<file path="src/rtl/dbc_pkg.sv">
// Constants, register map and types for the dc-dc and battery control block
package dbc_pkg;
  localparam int ADDR_W = 9;
  localparam logic [7:0] IDX_POWERDOWN = 8'h0e;
  localparam logic [7:0] IDX_IND_DATA_LO = 8'h1c;
  localparam logic [7:0] IDX_IND_DATA_HI = 8'h1d;
  localparam logic [7:0] IDX_IND_ADDR = 8'h1e;
  localparam logic [7:0] IDX_IND_CTRL = 8'h1f;
  localparam logic [7:0] IDX_FEED_SEL = 8'h42;
  localparam logic [7:0] IDX_LINE_FEED = 8'h43;
  localparam logic [7:0] IDX_RING_BAT = 8'h4a;
  localparam logic [7:0] IDX_LOW_BAT = 8'h4b;
  localparam logic [7:0] IDX_PERIOD = 8'h5c;
  localparam logic [7:0] IDX_SW_DELAY = 8'h5d;
  localparam logic [7:0] IDX_OPTIONS = 8'h6c;
  localparam logic [7:0] IND_HEADROOM = 8'h29;
  localparam int BIT_CONV_OFF = 4;
  localparam int BIT_MANUAL_BATTERY_FEED_SELECT = 1;
  localparam int BIT_RANGE = 4;
  localparam int BIT_AUTO = 3;
  localparam int BIT_CAL = 7;
  localparam int BIT_FAST = 5;
  localparam int BIT_DEB = 3;
  localparam int BIT_FILT = 1;
  localparam logic [7:0] RST_POWERDOWN = 8'h10;
  localparam logic [7:0] RST_PERIOD = 8'hff;
  localparam logic [7:0] RST_ZERO = 8'h00;
  localparam logic [15:0] RST_HEADROOM = 16'h0000;
  localparam logic [8:0] MIN_OFF_BASE = 9'h004;
  localparam logic [3:0] HEADROOM_MAX_NARROW = 4'h6;
  localparam logic [3:0] HEADROOM_MAX_WIDE = 4'h9;
  localparam logic signed [8:0] FAST_THRESH = 9'sh004;
  localparam logic [7:0] FAST_STEP = 8'h04;
  localparam int CLK_PERIOD_NS = 40;
  localparam int DEBOUNCE_MS = 60;
  localparam int DEBOUNCE_CYCLES = DEBOUNCE_MS * 1000000 / CLK_PERIOD_NS;
  localparam int CAL_TIME_NS = 1000;
  localparam int CAL_CYCLES = CAL_TIME_NS / CLK_PERIOD_NS;

  typedef enum logic [2:0] {
    BS_HIGH = 3'b001,
    BS_DEB = 3'b010,
    BS_LOW = 3'b100
  } dbc_bsel_t;

  function automatic logic [ADDR_W-1:0] dbc_addr(input logic [7:0] idx);
    return {idx[6:0], 2'b00};
  endfunction
endpackage

</file>
<file path="src/rtl/dbc_pwm_if.sv">
// Carrier between the register side and the switching engine
`timescale 1ns/1ps
interface dbc_pwm_if;
  logic [7:0] period;
  logic [4:0] off_time;
  logic [7:0] width;
  logic enable;
  logic overload;
  logic drive;
  logic start;
  modport ctrl(output period, output off_time, output width, output enable, output overload,
    input drive, input start);
  modport core(input period, input off_time, input width, input enable, input overload,
    output drive, output start);
endinterface

</file>
<file path="src/rtl/dbc_battery_ctrl.sv">
// Converter control and battery switch top with APB register file
`timescale 1ns/1ps
module dbc_battery_ctrl
  import dbc_pkg::*;
#(
  parameter int DEBOUNCE_LEN = DEBOUNCE_CYCLES
) (
  input wire logic i_core_clk,
  input wire logic i_resetn,
  input wire logic i_psel,
  input wire logic i_penable,
  input wire logic i_pwrite,
  input wire logic [ADDR_W-1:0] i_paddr,
  input wire logic [31:0] i_pwdata,
  input wire logic [3:0] i_pstrb,
  output logic [31:0] o_prdata,
  output logic o_pready,
  output logic o_pslverr,
  input wire logic [5:0] i_battery_sense_in,
  input wire logic i_supply_monitor_high,
  input wire logic i_supply_monitor_low,
  input wire logic i_ringing,
  input wire logic i_off_hook,
  input wire logic [5:0] i_active_target,
  output logic o_switch_drive_out,
  output logic o_switch_feedforward_out,
  output logic o_low_battery_sel,
  output logic o_monitor_calibrate
);
  localparam int DEB_W = $clog2(DEBOUNCE_LEN + 1);
  localparam int CAL_W = $clog2(CAL_CYCLES + 1);

  dbc_pwm_if pwm ();

  logic [7:0] powerdown_reg;
  logic [7:0] feed_sel_reg;
  logic [7:0] line_feed_reg;
  logic [5:0] ring_bat_reg;
  logic [5:0] low_bat_reg;
  logic [7:0] period_reg;
  logic [4:0] off_time_reg;
  logic [7:0] options_reg;
  logic [7:0] ind_lo_reg;
  logic [7:0] ind_hi_reg;
  logic [7:0] ind_addr_reg;
  logic [15:0] headroom_reg;
  logic cal_reg;
  logic [CAL_W-1:0] cal_cnt_reg;
  logic pready_reg;
  logic pslverr_reg;
  logic [31:0] prdata_reg;
  logic [31:0] rd_next;
  logic mapped;
  logic wr_en;
  logic acc;

  // Access completes one cycle after setup; no wait states beyond that
  assign acc = i_psel && i_penable && pready_reg;
  assign wr_en = acc && i_pwrite && i_pstrb[0];

  function automatic logic hit(input logic [ADDR_W-1:0] a, input logic [7:0] idx);
    return a == dbc_addr(idx);
  endfunction

  always_comb begin
    rd_next = 32'h0000_0000;
    mapped = 1'b1;
    if (hit(i_paddr, IDX_POWERDOWN)) begin
      rd_next[7:0] = powerdown_reg;
    end else if (hit(i_paddr, IDX_IND_DATA_LO)) begin
      rd_next[7:0] = ind_lo_reg;
    end else if (hit(i_paddr, IDX_IND_DATA_HI)) begin
      rd_next[7:0] = ind_hi_reg;
    end else if (hit(i_paddr, IDX_IND_ADDR)) begin
      rd_next[7:0] = ind_addr_reg;
    end else if (hit(i_paddr, IDX_IND_CTRL)) begin
      rd_next[7:0] = 8'h00;
    end else if (hit(i_paddr, IDX_FEED_SEL)) begin
      rd_next[7:0] = feed_sel_reg;
    end else if (hit(i_paddr, IDX_LINE_FEED)) begin
      rd_next[7:0] = line_feed_reg;
    end else if (hit(i_paddr, IDX_RING_BAT)) begin
      rd_next[5:0] = ring_bat_reg;
    end else if (hit(i_paddr, IDX_LOW_BAT)) begin
      rd_next[5:0] = low_bat_reg;
    end else if (hit(i_paddr, IDX_PERIOD)) begin
      rd_next[7:0] = period_reg;
    end else if (hit(i_paddr, IDX_SW_DELAY)) begin
      rd_next[7:0] = {cal_reg, 2'b00, off_time_reg};
    end else if (hit(i_paddr, IDX_OPTIONS)) begin
      rd_next[7:0] = options_reg;
    end else begin
      mapped = 1'b0;
    end
  end

  always_ff @(posedge i_core_clk or negedge i_resetn) begin
    if (!i_resetn) begin
      pready_reg <= 1'b0;
      pslverr_reg <= 1'b0;
      prdata_reg <= 32'h0000_0000;
    end else begin
      pready_reg <= i_psel && !i_penable && !pready_reg;
      pslverr_reg <= i_psel && !i_penable && !mapped;
      prdata_reg <= (i_psel && !i_penable && !i_pwrite) ? rd_next : 32'h0000_0000;
    end
  end

  always_ff @(posedge i_core_clk or negedge i_resetn) begin
    if (!i_resetn) begin
      powerdown_reg <= RST_POWERDOWN;
      feed_sel_reg <= RST_ZERO;
      line_feed_reg <= RST_ZERO;
      ring_bat_reg <= RST_ZERO[5:0];
      low_bat_reg <= RST_ZERO[5:0];
      period_reg <= RST_PERIOD;
      off_time_reg <= RST_ZERO[4:0];
      options_reg <= RST_ZERO;
    end else if (wr_en) begin
      if (hit(i_paddr, IDX_POWERDOWN)) powerdown_reg <= i_pwdata[7:0];
      if (hit(i_paddr, IDX_FEED_SEL)) feed_sel_reg <= i_pwdata[7:0];
      if (hit(i_paddr, IDX_LINE_FEED)) line_feed_reg <= i_pwdata[7:0];
      if (hit(i_paddr, IDX_RING_BAT)) ring_bat_reg <= i_pwdata[5:0];
      if (hit(i_paddr, IDX_LOW_BAT)) low_bat_reg <= i_pwdata[5:0];
      if (hit(i_paddr, IDX_PERIOD)) period_reg <= i_pwdata[7:0];
      if (hit(i_paddr, IDX_SW_DELAY)) off_time_reg <= i_pwdata[4:0];
      if (hit(i_paddr, IDX_OPTIONS)) options_reg <= i_pwdata[7:0];
    end
  end

  // Indirect window: address write loads data, control write stores it
  always_ff @(posedge i_core_clk or negedge i_resetn) begin
    if (!i_resetn) begin
      ind_lo_reg <= RST_ZERO;
      ind_hi_reg <= RST_ZERO;
      ind_addr_reg <= RST_ZERO;
    end else if (wr_en) begin
      if (hit(i_paddr, IDX_IND_DATA_LO)) ind_lo_reg <= i_pwdata[7:0];
      if (hit(i_paddr, IDX_IND_DATA_HI)) ind_hi_reg <= i_pwdata[7:0];
      if (hit(i_paddr, IDX_IND_ADDR)) begin
        ind_addr_reg <= i_pwdata[7:0];
        ind_lo_reg <= (i_pwdata[7:0] == IND_HEADROOM) ? headroom_reg[7:0] : 8'h00;
        ind_hi_reg <= (i_pwdata[7:0] == IND_HEADROOM) ? headroom_reg[15:8] : 8'h00;
      end
    end
  end

  always_ff @(posedge i_core_clk or negedge i_resetn) begin
    if (!i_resetn) begin
      headroom_reg <= RST_HEADROOM;
    end else if (wr_en && hit(i_paddr, IDX_IND_CTRL) && ind_addr_reg == IND_HEADROOM) begin
      headroom_reg <= {ind_hi_reg, ind_lo_reg};
    end
  end

  // Calibration starts only while the converter is on
  always_ff @(posedge i_core_clk or negedge i_resetn) begin
    if (!i_resetn) begin
      cal_reg <= 1'b0;
      cal_cnt_reg <= '0;
    end else if (!cal_reg) begin
      if (wr_en && hit(i_paddr, IDX_SW_DELAY) && i_pwdata[BIT_CAL]
          && !powerdown_reg[BIT_CONV_OFF]) begin
        cal_reg <= 1'b1;
        cal_cnt_reg <= '0;
      end
    end else if (cal_cnt_reg == CAL_W'(CAL_CYCLES - 1)) begin
      cal_reg <= 1'b0;
    end else begin
      cal_cnt_reg <= cal_cnt_reg + 1'b1;
    end
  end

  // Regulation target and error
  logic [3:0] head_lim;
  logic [6:0] active_tgt;
  logic [6:0] target_reg;
  logic signed [8:0] err_now;
  logic signed [8:0] err_prev_reg;
  logic signed [9:0] err_sum;
  logic signed [8:0] err_f;
  logic [7:0] width_reg;
  logic [7:0] step;
  logic fast;

  assign head_lim = feed_sel_reg[BIT_RANGE] ? HEADROOM_MAX_WIDE : HEADROOM_MAX_NARROW;
  assign active_tgt = {1'b0, i_active_target}
    + {3'b000, (headroom_reg[3:0] > head_lim) ? head_lim : headroom_reg[3:0]};

  always_ff @(posedge i_core_clk or negedge i_resetn) begin
    if (!i_resetn) begin
      target_reg <= 7'h00;
    end else if (i_ringing) begin
      target_reg <= {1'b0, ring_bat_reg};
    end else begin
      target_reg <= (active_tgt < {1'b0, low_bat_reg}) ? {1'b0, low_bat_reg} : active_tgt;
    end
  end

  assign err_now = $signed({2'b00, target_reg}) - $signed({3'b000, i_battery_sense_in});
  assign err_sum = {err_now[8], err_now} + {err_prev_reg[8], err_prev_reg};
  assign err_f = options_reg[BIT_FILT] ? err_sum[9:1] : err_now;
  assign fast = options_reg[BIT_FAST] && (err_f > FAST_THRESH || err_f < -FAST_THRESH);
  assign step = fast ? FAST_STEP : 8'h01;

  always_ff @(posedge i_core_clk or negedge i_resetn) begin
    if (!i_resetn) begin
      err_prev_reg <= 9'sh000;
    end else if (pwm.start) begin
      err_prev_reg <= err_now;
    end
  end

  // Width moves once a period so each step settles before the next
  always_ff @(posedge i_core_clk or negedge i_resetn) begin
    if (!i_resetn) begin
      width_reg <= 8'h00;
    end else if (powerdown_reg[BIT_CONV_OFF]) begin
      width_reg <= 8'h00;
    end else if (pwm.start && err_f > 9'sh000) begin
      width_reg <= (width_reg > 8'hff - step) ? 8'hff : width_reg + step;
    end else if (pwm.start && err_f < 9'sh000) begin
      width_reg <= (width_reg < step) ? 8'h00 : width_reg - step;
    end
  end

  assign pwm.period = period_reg;
  assign pwm.off_time = off_time_reg;
  assign pwm.width = width_reg;
  assign pwm.enable = !powerdown_reg[BIT_CONV_OFF];
  assign pwm.overload = i_supply_monitor_high || i_supply_monitor_low;

  dbc_pwm_core u_core (
    .i_core_clk(i_core_clk),
    .i_resetn(i_resetn),
    .bus(pwm)
  );

  // Battery switch state
  dbc_bsel_t bs_reg;
  logic [DEB_W-1:0] deb_cnt_reg;
  logic auto_sel;
  logic want_low;
  assign auto_sel = line_feed_reg[BIT_AUTO];
  assign want_low = i_off_hook && !i_ringing;

  always_ff @(posedge i_core_clk or negedge i_resetn) begin
    if (!i_resetn) begin
      bs_reg <= BS_HIGH;
    end else if (!auto_sel) begin
      bs_reg <= BS_HIGH;
    end else begin
      case (bs_reg)
        BS_HIGH: begin
          if (want_low) begin
            bs_reg <= options_reg[BIT_DEB] ? BS_DEB : BS_LOW;
          end
        end
        BS_DEB: begin
          if (!want_low) begin
            bs_reg <= BS_HIGH;
          end else if (deb_cnt_reg == DEB_W'(DEBOUNCE_LEN - 1)) begin
            bs_reg <= BS_LOW;
          end
        end
        BS_LOW: begin
          if (!want_low) begin
            bs_reg <= BS_HIGH;
          end
        end
        default: bs_reg <= BS_HIGH;
      endcase
    end
  end

  always_ff @(posedge i_core_clk or negedge i_resetn) begin
    if (!i_resetn) begin
      deb_cnt_reg <= '0;
    end else if (bs_reg != BS_DEB) begin
      deb_cnt_reg <= '0;
    end else begin
      deb_cnt_reg <= deb_cnt_reg + 1'b1;
    end
  end

  always_ff @(posedge i_core_clk or negedge i_resetn) begin
    if (!i_resetn) begin
      o_low_battery_sel <= 1'b0;
      o_switch_drive_out <= 1'b0;
      o_switch_feedforward_out <= 1'b1;
    end else begin
      o_low_battery_sel <= auto_sel ? (bs_reg == BS_LOW) : feed_sel_reg[BIT_MANUAL_BATTERY_FEED_SELECT];
      o_switch_drive_out <= pwm.drive;
      o_switch_feedforward_out <= !pwm.drive;
    end
  end

  assign o_prdata = prdata_reg;
  assign o_pready = pready_reg;
  assign o_pslverr = pslverr_reg;
  assign o_monitor_calibrate = cal_reg;

  AST_POWER_OFF_HOLD: assert property (@(posedge i_core_clk) disable iff (!i_resetn)
    powerdown_reg[BIT_CONV_OFF] |-> ##2 !o_switch_drive_out)
    else $error("converter switching while powered down");
  AST_RING_TARGET: assert property (@(posedge i_core_clk) disable iff (!i_resetn)
    i_ringing |=> target_reg == {1'b0, $past(ring_bat_reg)})
    else $error("ringing target not high battery");
  AST_ACTIVE_TARGET: assert property (@(posedge i_core_clk) disable iff (!i_resetn)
    $fell(i_ringing) |=> target_reg >= {1'b0, $past(i_active_target)}
    && (target_reg <= {1'b0, $past(i_active_target)} + {3'b000, HEADROOM_MAX_WIDE}
    || target_reg == {1'b0, $past(low_bat_reg)}))
    else $error("target not back to tracking");
  AST_MANUAL_SEL: assert property (@(posedge i_core_clk) disable iff (!i_resetn)
    !auto_sel |=> o_low_battery_sel == $past(feed_sel_reg[BIT_MANUAL_BATTERY_FEED_SELECT]))
    else $error("manual battery select not followed");
  AST_AUTO_OFFHOOK: assert property (@(posedge i_core_clk) disable iff (!i_resetn)
    auto_sel && !options_reg[BIT_DEB] && bs_reg == BS_HIGH && want_low
    ##1 auto_sel && want_low |=> o_low_battery_sel)
    else $error("no low battery after off-hook");
  AST_DEB_ABORT: assert property (@(posedge i_core_clk) disable iff (!i_resetn)
    bs_reg == BS_DEB && !want_low && auto_sel |=> bs_reg == BS_HIGH ##1 !o_low_battery_sel)
    else $error("pending switch not abandoned");
  AST_DEB_HOLD: assert property (@(posedge i_core_clk) disable iff (!i_resetn)
    $rose(bs_reg == BS_DEB) |-> (bs_reg == BS_DEB || !want_low || !auto_sel)[*8]
    ##0 !o_low_battery_sel)
    else $error("debounce ended too early");
  // Length of the current low stretch on the drive pin, saturating
  logic [8:0] low_run_reg;
  always_ff @(posedge i_core_clk or negedge i_resetn) begin
    if (!i_resetn) begin
      low_run_reg <= 9'h1ff;
    end else if (o_switch_drive_out) begin
      low_run_reg <= 9'h000;
    end else if (low_run_reg != 9'h1ff) begin
      low_run_reg <= low_run_reg + 9'h001;
    end
  end

  AST_MIN_OFF: assert property (@(posedge i_core_clk) disable iff (!i_resetn)
    $rose(o_switch_drive_out) && $stable(off_time_reg) |->
    low_run_reg >= {4'h0, off_time_reg} + MIN_OFF_BASE)
    else $error("off time shorter than field plus four");
  AST_AUTO_ONHOOK: assert property (@(posedge i_core_clk) disable iff (!i_resetn)
    auto_sel && !want_low ##1 auto_sel |=> !o_low_battery_sel)
    else $error("high battery not restored on-hook");
  AST_FAST_STEP: assert property (@(posedge i_core_clk) disable iff (!i_resetn)
    pwm.start && !powerdown_reg[BIT_CONV_OFF] && options_reg[BIT_FAST]
    && err_f > FAST_THRESH && width_reg < 8'hfc |=> width_reg == $past(width_reg) + FAST_STEP)
    else $error("fast error step not taken");
  AST_INDIRECT_WRITE: assert property (@(posedge i_core_clk) disable iff (!i_resetn)
    wr_en && hit(i_paddr, IDX_IND_CTRL) && ind_addr_reg == IND_HEADROOM
    |=> headroom_reg == {$past(ind_hi_reg), $past(ind_lo_reg)})
    else $error("indirect write lost");
endmodule // dbc_battery_ctrl

</file>
<file path="src/rtl/dbc_pwm_core.sv">
// Switching period counter with minimum off time and overload cut-off
`timescale 1ns/1ps
module dbc_pwm_core
  import dbc_pkg::*;
(
  input wire logic i_core_clk,
  input wire logic i_resetn,
  dbc_pwm_if.core bus
);
  logic [7:0] cnt_reg;
  logic [7:0] cnt_next;
  logic ovl_reg;
  logic drive_reg;
  logic start_reg;
  logic last;
  logic [8:0] span;
  logic [8:0] off_min;
  logic [8:0] max_on;

  assign last = (cnt_reg == bus.period);
  assign span = {1'b0, bus.period} + 9'h001;
  assign off_min = {4'h0, bus.off_time} + MIN_OFF_BASE;
  assign max_on = (span > off_min) ? (span - off_min) : 9'h000;
  assign cnt_next = (!bus.enable || last) ? 8'h00 : cnt_reg + 8'h01;

  always_ff @(posedge i_core_clk or negedge i_resetn) begin
    if (!i_resetn) begin
      cnt_reg <= 8'h00;
    end else begin
      cnt_reg <= cnt_next;
    end
  end

  always_ff @(posedge i_core_clk or negedge i_resetn) begin
    if (!i_resetn) begin
      start_reg <= 1'b0;
    end else begin
      start_reg <= bus.enable && last;
    end
  end

  // Overload latch: a new hit on the boundary edge still wins
  always_ff @(posedge i_core_clk or negedge i_resetn) begin
    if (!i_resetn) begin
      ovl_reg <= 1'b0;
    end else if (bus.overload) begin
      ovl_reg <= 1'b1;
    end else if (last) begin
      ovl_reg <= 1'b0;
    end
  end

  always_ff @(posedge i_core_clk or negedge i_resetn) begin
    if (!i_resetn) begin
      drive_reg <= 1'b0;
    end else begin
      drive_reg <= bus.enable && !bus.overload && !(ovl_reg && !last)
        && (cnt_next < bus.width) && ({1'b0, cnt_next} < max_on);
    end
  end

  assign bus.drive = drive_reg;
  assign bus.start = start_reg;

  logic [8:0] since_reg;
  always_ff @(posedge i_core_clk or negedge i_resetn) begin
    if (!i_resetn) begin
      since_reg <= 9'h000;
    end else if (start_reg || !bus.enable) begin
      since_reg <= 9'h001;
    end else if (since_reg != 9'h1ff) begin
      since_reg <= since_reg + 9'h001;
    end
  end

  logic armed_reg;
  logic [7:0] per_seen_reg;
  // Spacing only judged after one start under a steady period
  always_ff @(posedge i_core_clk or negedge i_resetn) begin
    if (!i_resetn) begin
      armed_reg <= 1'b0;
      per_seen_reg <= 8'h00;
    end else begin
      per_seen_reg <= bus.period;
      armed_reg <= bus.enable && (bus.period == per_seen_reg) && (armed_reg || start_reg);
    end
  end

  AST_PERIOD_SPACING: assert property (@(posedge i_core_clk) disable iff (!i_resetn)
    start_reg && armed_reg |-> since_reg == span)
    else $error("period start spacing wrong");
  AST_OVERLOAD_CUT: assert property (@(posedge i_core_clk) disable iff (!i_resetn)
    (bus.overload || ovl_reg) && !last |=> !drive_reg)
    else $error("drive active after overload");
endmodule // dbc_pwm_core

</file>
<file path="config.mk">
export PLATFORM = sky130hd
export DESIGN_NAME = dbc_battery_ctrl
export DESIGN_NICKNAME = d
export VERILOG_FILES = /design/src/rtl/dbc_pkg.sv /design/src/rtl/dbc_pwm_if.sv /design/src/rtl/dbc_battery_ctrl.sv /design/src/rtl/dbc_pwm_core.sv
export SDC_FILE = /design/constraint.sdc
export NUM_CORES = 1
export LEC_CHECK = 0
export BUFFER_PORTS_ARGS = -buffer_cell sky130_fd_sc_hd__buf_2
export CAP_MARGIN = 20
export CORE_AREA = 2 2 172 123
export CTS_CLUSTER_SIZE = 40
export DETAILED_ROUTE_END_ITERATION = 7
export DIE_AREA = 0 0 174 125
export PLACE_DENSITY_LB_ADDON = 0.08
export SYNTH_ARGS = -nofsm -noshare
export SYNTH_HDL_FRONTEND = slang
export SYNTH_SLANG_ARGS = --single-unit
export TNS_END_PERCENT = 10
</file>
<file path="constraint.sdc">
create_clock -name i_core_clk -period 5.35 [get_ports i_core_clk]
set_input_delay 1.07 -clock i_core_clk [delete_from_list [all_inputs] [get_ports i_core_clk]]
set_output_delay 1.07 -clock i_core_clk [all_outputs]
set_load 0.01 [all_outputs]
</file>
==> results.cfg, run 1 <==
[outcome]
status = completed

[pwr]
design_power_total_mw = 3.01
p_leak_nw = 5.78
powerDensity_nw_per_um2 = 243
vdd_ir_drop_max_mv = 0.281

[yosys]
avgSynthCellArea_um2 = 9.99
seq_area_frac_synth = 0.408
synth_top_cells_by_area = dfrtp_1, mux2_2, ha_1, o21ai_0, nor2_1
synth_cell_type_count = 93
synth_flop_cell = dfrtp_1
yosys_warnings = 0
synth-edff-count = 0
ys_seq_elements = 174
synthArstFlopShare = 1.00
synthesis.instances = 1072
synth_top_area_share = 0.381
yosys.area.top_type = dfrtp_1
netlist_area_um2 = 10700

[routing]
vias_per_cell = 5.67
ant_nets = 0
vias = 8238
avgRoutedWirePerCell_um = 17.8
drt-total-wl_um = 25800
drt_iter0_drc = 552
drc = 0
first_pass_iters = 5

[finish]
largest_reg_flops = 21
area_growth_pct = 15.7
finalNonFillerCells = 1454
drive_above_1_share = 0.259
insertedDiodeCount = 0
n_fill_cell = 1737
nets = 1297
final_core_util = 0.612

[clocking]
clockBufferDepth = 2
cts_inserted_buffers = 17
clk-insertion-delay-late_ns = 0.44
htree_levels = 4
path_clk_slew_ns = 0.08
cts_tree = yes
clock_sinks = 174
cts-root-buf = clkbuf_16

[critical_path]
cp-end-kind = flop
start_kind = input port
crit_type = input port to flop
cp.required_ns = 5.65
arrival_ns = 5.49
reg2reg_depth = 26
crit_fanout = 6

[die]
die_w_um = 174
dieHeight_um = 125
fp.coreArea_um2 = 20300
initial_core_util = 0.529
io_pins = 104
dieArea_um2 = 21800
row_count = 44

[sta]
setup_viol = 0
slew_headroom = 0.324
grt_setup_unrepaired = true
fmax_mhz = 193
final_max_slew_viol_count = 0
fin_crit_ns = 5.19
hold_viol_final = 0
setup_ws_ns = 0.163
finalCritPeriodShare = 0.969
tightestPinTransition_ns = 1.01
worst_clock_skew_ns = 0.0126
setup_tns_ns = 0

[grt]
grt_pass1_wl_um = 42000
overflow = 0
grt_use_total = 0.243
grt_max_degree = 107
antenna_found_initial = 0
grt_pass1_vias = 7836

[min_path]
hold_depth = 0
hold_path_class = flop to flop

[placed_design]
gp_congestion = 0.850
port_buffers = 52
dpl.hpwl_um = 18500
place_ws_ns = -0.445
dp.cells = 1415

[job]
maxCapViolations = 0
[placed cells by master (no fill, tap or decap), types with 8 or more instances in the layout]
cell	n
mux2i_1	20
mux2_2	81
nor2_1	82
buf_4	62
o21ai_1	10
nor3_1	16
o21ai_0	64
a21o_1	12
nand2_1	79
a211oi_1	8
xnor2_1	28
and3_1	18
a21oi_1	41
ha_1	53
nand4_1	13
xor2_1	25
clkbuf_16	17
buf_2	50
or3_1	8
nor2b_1	10
dfrtp_1	163
nand3_1	31
inv_1	48
ha_4	9
nand2b_1	10
a22oi_1	27
conb_1	24
dfstp_2	11
[per-layer routing]
layer  up-vias  share of wire  global-route usage
li1       4007              -                   -
met1      4000           0.51               0.381
met2       217           0.43               0.358
met3        14          0.054              0.0377
met4         0         0.0066              0.0465
met5         -              0                   0
[cell families (layout without fill, tap and decap cells)]
group / after synthesis / count (layout) / share of synthesized area
flops: 174 / 174 / 0.408
other cells: 1 / 24 / 0.000350
fa+ha+maj: 66 / 66 / 0.0799
compound gates: 235 / 235 / 0.147
buf+inv: 117 / 200 / 0.0550
mux: 101 / 101 / 0.104
simple gates: 324 / 324 / 0.161
xor+xnor: 54 / 54 / 0.0442
[metrics by stage]
step                      instance area [um^2]  hold slack, ns
after CTS                                12300           0.373
after floorplan                          11000           0.354
after global routing                     12400           0.370
final                                    12400           0.370
after detailed placement                 11600           0.366
after global placement                   11600           0.357
[critical path, cell delays in order]
cell      delay, ns
buf_4          0.13
inv_8          0.04
ha_4           0.18
nor2b_4        0.12
o31a_4         0.32
or4b_4         0.51
nand3_4        0.13
ha_4           0.22
a21oi_1        0.14
nor2_1         0.06
a41oi_2        0.17
mux2i_1        0.24
a21oi_2        0.09
buf_4          0.17
o311ai_4       0.28
buf_6          0.16
ha_4           0.21
nor3b_2        0.22
nand2_1        0.09
nand2_2        0.11
nor3_4         0.07
or2_2          0.34
o31ai_2        0.20
a211o_1        0.17
o41ai_2        0.06
[cells in the mapped netlist, types with 5 or more instances]
cell,instances
and3_1,18
a22oi_1,27
nand2_1,80
nand4_1,13
or3_1,9
nand2b_1,10
xnor2_1,29
nor2b_1,10
mux2i_1,20
mux2_2,81
a31oi_1,6
o21ai_1,5
nand3_1,32
inv_1,52
dfrtp_1,163
nor3_1,18
a211oi_1,8
ha_1,62
xor2_1,25
o31ai_1,7
nor4b_1,5
nor2_1,84
buf_2,6
buf_4,28
dfstp_2,11
a21o_1,12
o21ai_0,71
o21a_1,6
a221oi_1,5
a21oi_1,46
and2_1,5
clkbuf_1,23
[report_power, final]
group / internal [mW] / switching (mW) / total, mW / leakage (nW)
clock network: 0.769 / 0.580 / 1.35 / 0.314
logic: 0.145 / 0.191 / 0.335 / 3.15
registers: 1.32 / 0.00487 / 1.33 / 2.32
[what timing repair did]
| action | 4_1_cts | 5_1_grt |
|---|---|---|
| gates resized for setup | 1 | 22 |
| cloned | 0 | 0 |
| setup buffers | 0 | 6 |
| hold buffers | 0 | 0 |
| setup endpoints to repair | 2 | 8 |
| pin swaps | 0 | 15 |
[worst paths after layout]
check | startpoint | endpoint | slack [ns]
setup / recovery | i_battery_sense_in[1] | pwm.width[6] | 0.16
hold / removal | u_core.bus.drive | o_switch_drive_out | 0.37
setup reg to reg | target_reg[0] | pwm.width[6] | 0.47
hold reg to reg | u_core.bus.drive | o_switch_drive_out | 0.37
max in group asynchronous | i_resetn | powerdown_reg[4] | 3.51
min in group asynchronous | i_resetn | o_prdata[7] | 0.73
[layout make-up]
type	instances	area, um^2	share of cell area
inverters	53	206	0.0167
repair buffers	115	749	0.0605
clock inverters	14	193	0.0156
clock buffers	18	439	0.0354
multi-input cells	804	6090	0.491
flip-flops and latches	174	4370	0.353
well taps	276	345	0.0279
Note: power is estimated with default switching activity, not from simulation.
==> run 2: changes to the inputs <==
RECOVER_POWER = 50   (was unset)
==> run 2 against run 1 <==
The run now ends with max-capacitance violations, max-slew violations left. Worst hold slack worse by 0.00065 ns. Non-clock buffer count did not move. Via count increased by 0.40%. Highest routed layer unchanged. Largest power group unchanged. Combinational power about the same. Critical path type unchanged. Utilization down 0.10 points. Count of clock-buffer cells in the layout is the same.
==> results.cfg, run 2 (same netlist as run 1, synthesis figures left out) <==
[routing]
drt_iter0_drc = 513
drt-total-wl_um = 25800
vias_per_cell = 5.69
ant_nets = 0
first_pass_iters = 5
avgRoutedWirePerCell_um = 17.7
vias = 8271
drc = 0

[critical_path]
reg2reg_depth = 26
ff2ff_setup_slack_ns = 0.46
cp-end-kind = flop
crit_type = input port to flop
start_kind = input port
crit_start = i_battery_sense_in[1]
endpoint = pwm.width[6]
cp.required_ns = 5.65
reg2reg_to = pwm.width[6]
rr_startpoint = target_reg[0]
arrival_ns = 5.50
crit_fanout = 6

[clocking]
cts_tree = yes
clk-insertion-delay-late_ns = 0.43
clockBufferDepth = 2
cts_inserted_buffers = 17
cts_hold_buf = 0
cts-root-buf = clkbuf_16
path_clk_slew_ns = 0.08
htree_levels = 4
clock_sinks = 174

[sta]
setup_ws_ns = 0.154
fmax_mhz = 192
grt_setup_unrepaired = true
slew_headroom = -0.744
finalCritPeriodShare = 0.971
setup_viol = 0
worst_clock_skew_ns = 0.0106
fin_crit_ns = 5.20
setup_tns_ns = 0
hold_viol_final = 0
tightestPinTransition_ns = 2.62
whs_ns = 0.369
final_max_slew_viol_count = 140

[grt]
grt_max_degree = 107
overflow = 0
antenna_found_initial = 0
grt_use_total = 0.243
grt_pass1_vias = 7836
grt_pass1_wl_um = 42000

[finish]
mostFrequentLayoutCells = dfrtp_1, nor2_1, mux2_2, nand2_1, o21ai_0
nets = 1297
drive_above_1_share = 0.250
insertedDiodeCount = 0
largest_reg_flops = 21
final_common_cell = dfrtp_1
area_growth_pct = 15.5

[die]
fp.coreArea_um2 = 20300
io_pins = 104
row_count = 44
die_w_um = 174
dieHeight_um = 125
dieArea_um2 = 21800
initial_core_util = 0.529

[pwr]
design_power_total_mw = 3.01
powerDensity_nw_per_um2 = 243
p_leak_nw = 5.74
vdd_ir_drop_max_mv = 0.278

[placed_design]
dpl.hpwl_um = 18500
place_ws_ns = -0.445
port_buffers = 52
gp_congestion = 0.850

[outcome]
status = finished with violations
violations = max-capacitance violations, max-slew violations

[job]
maxCapViolations = 2

[min_path]
hold_path_class = flop to flop
==> run 2: worst min path at each step <==
stage                startpoint            endpoint  slack (ns)  depth (start not counted)
3_3_place_gp   u_core.bus.drive  o_switch_drive_out        0.36                          0
4_1_cts        u_core.bus.drive  o_switch_drive_out        0.37                          0
5_1_grt        u_core.bus.drive  o_switch_drive_out        0.37                          0
3_5_place_dp   u_core.bus.drive  o_switch_drive_out        0.37                          0
2_1_floorplan  u_core.bus.drive  o_switch_drive_out        0.35                          0
6_report       u_core.bus.drive  o_switch_drive_out        0.37                          0
==> run 2: area by class of cell <==
cell class	instances	area [um^2]
Clock inverter	14	193
Multi-Input combinational cell	804	6090
Timing Repair Buffer	115	728
Inverter	53	206
Clock buffer	18	439
Sequential cell	174	4370
Tap cell	276	345
Fill cell	1743	7890
==> run 2: metrics by stage <==
stage / utilization / cell area (um^2) / std cells
floorplan: - / 11000 / 1095
global placement: 0.573 / 11600 / 1415
detailed placement: 0.573 / 11600 / 1415
CTS: 0.605 / 12300 / 1447
global route: 0.610 / 12400 / 1454
finish: 0.610 / 12400 / 1454
==> run 2: worst max-delay path, stage by stage <==
cell and delay [ns]:
buf_4 0.13, inv_8 0.04, ha_4 0.18, nor2b_4 0.12, o31a_4 0.32, or4b_4 0.51
nand3_4 0.13, ha_4 0.22, a21oi_1 0.14, nor2_1 0.06, a41oi_2 0.17, mux2i_1 0.24
a21oi_2 0.09, buf_4 0.17, o311ai_4 0.28, buf_6 0.16, ha_4 0.21, nor3b_2 0.21
nand2_1 0.09, nand2_2 0.11, nor3_4 0.07, or2_2 0.34, o31ai_2 0.21, a211o_1 0.17
o41ai_2 0.06
==> run 2: layer usage <==
layer / track usage / routed length (um) / vias to the layer above
met5: 0 / 0 / -
met4: 0.0465 / 198 / 0
li1: - / - / 4016
met2: 0.358 / 10900 / 229
met1: 0.381 / 13400 / 4008
met3: 0.0377 / 1270 / 18
==> run 2: timing repair <==
| action | CTS | global route |
|---|---|---|
| resized for setup | 1 | 22 |
| endpoints found under the setup margin | 2 | 8 |
| pin swaps | 0 | 15 |
| buffers inserted | 0 | 6 |
| cloned | 0 | 0 |
==> run 2: report_power, final <==
group	total [mW]	leakage, nW	internal (mW)	switching, mW
clock network	1.35	0.314	0.769	0.580
logic	0.335	3.11	0.144	0.191
registers	1.33	2.31	1.32	0.00488
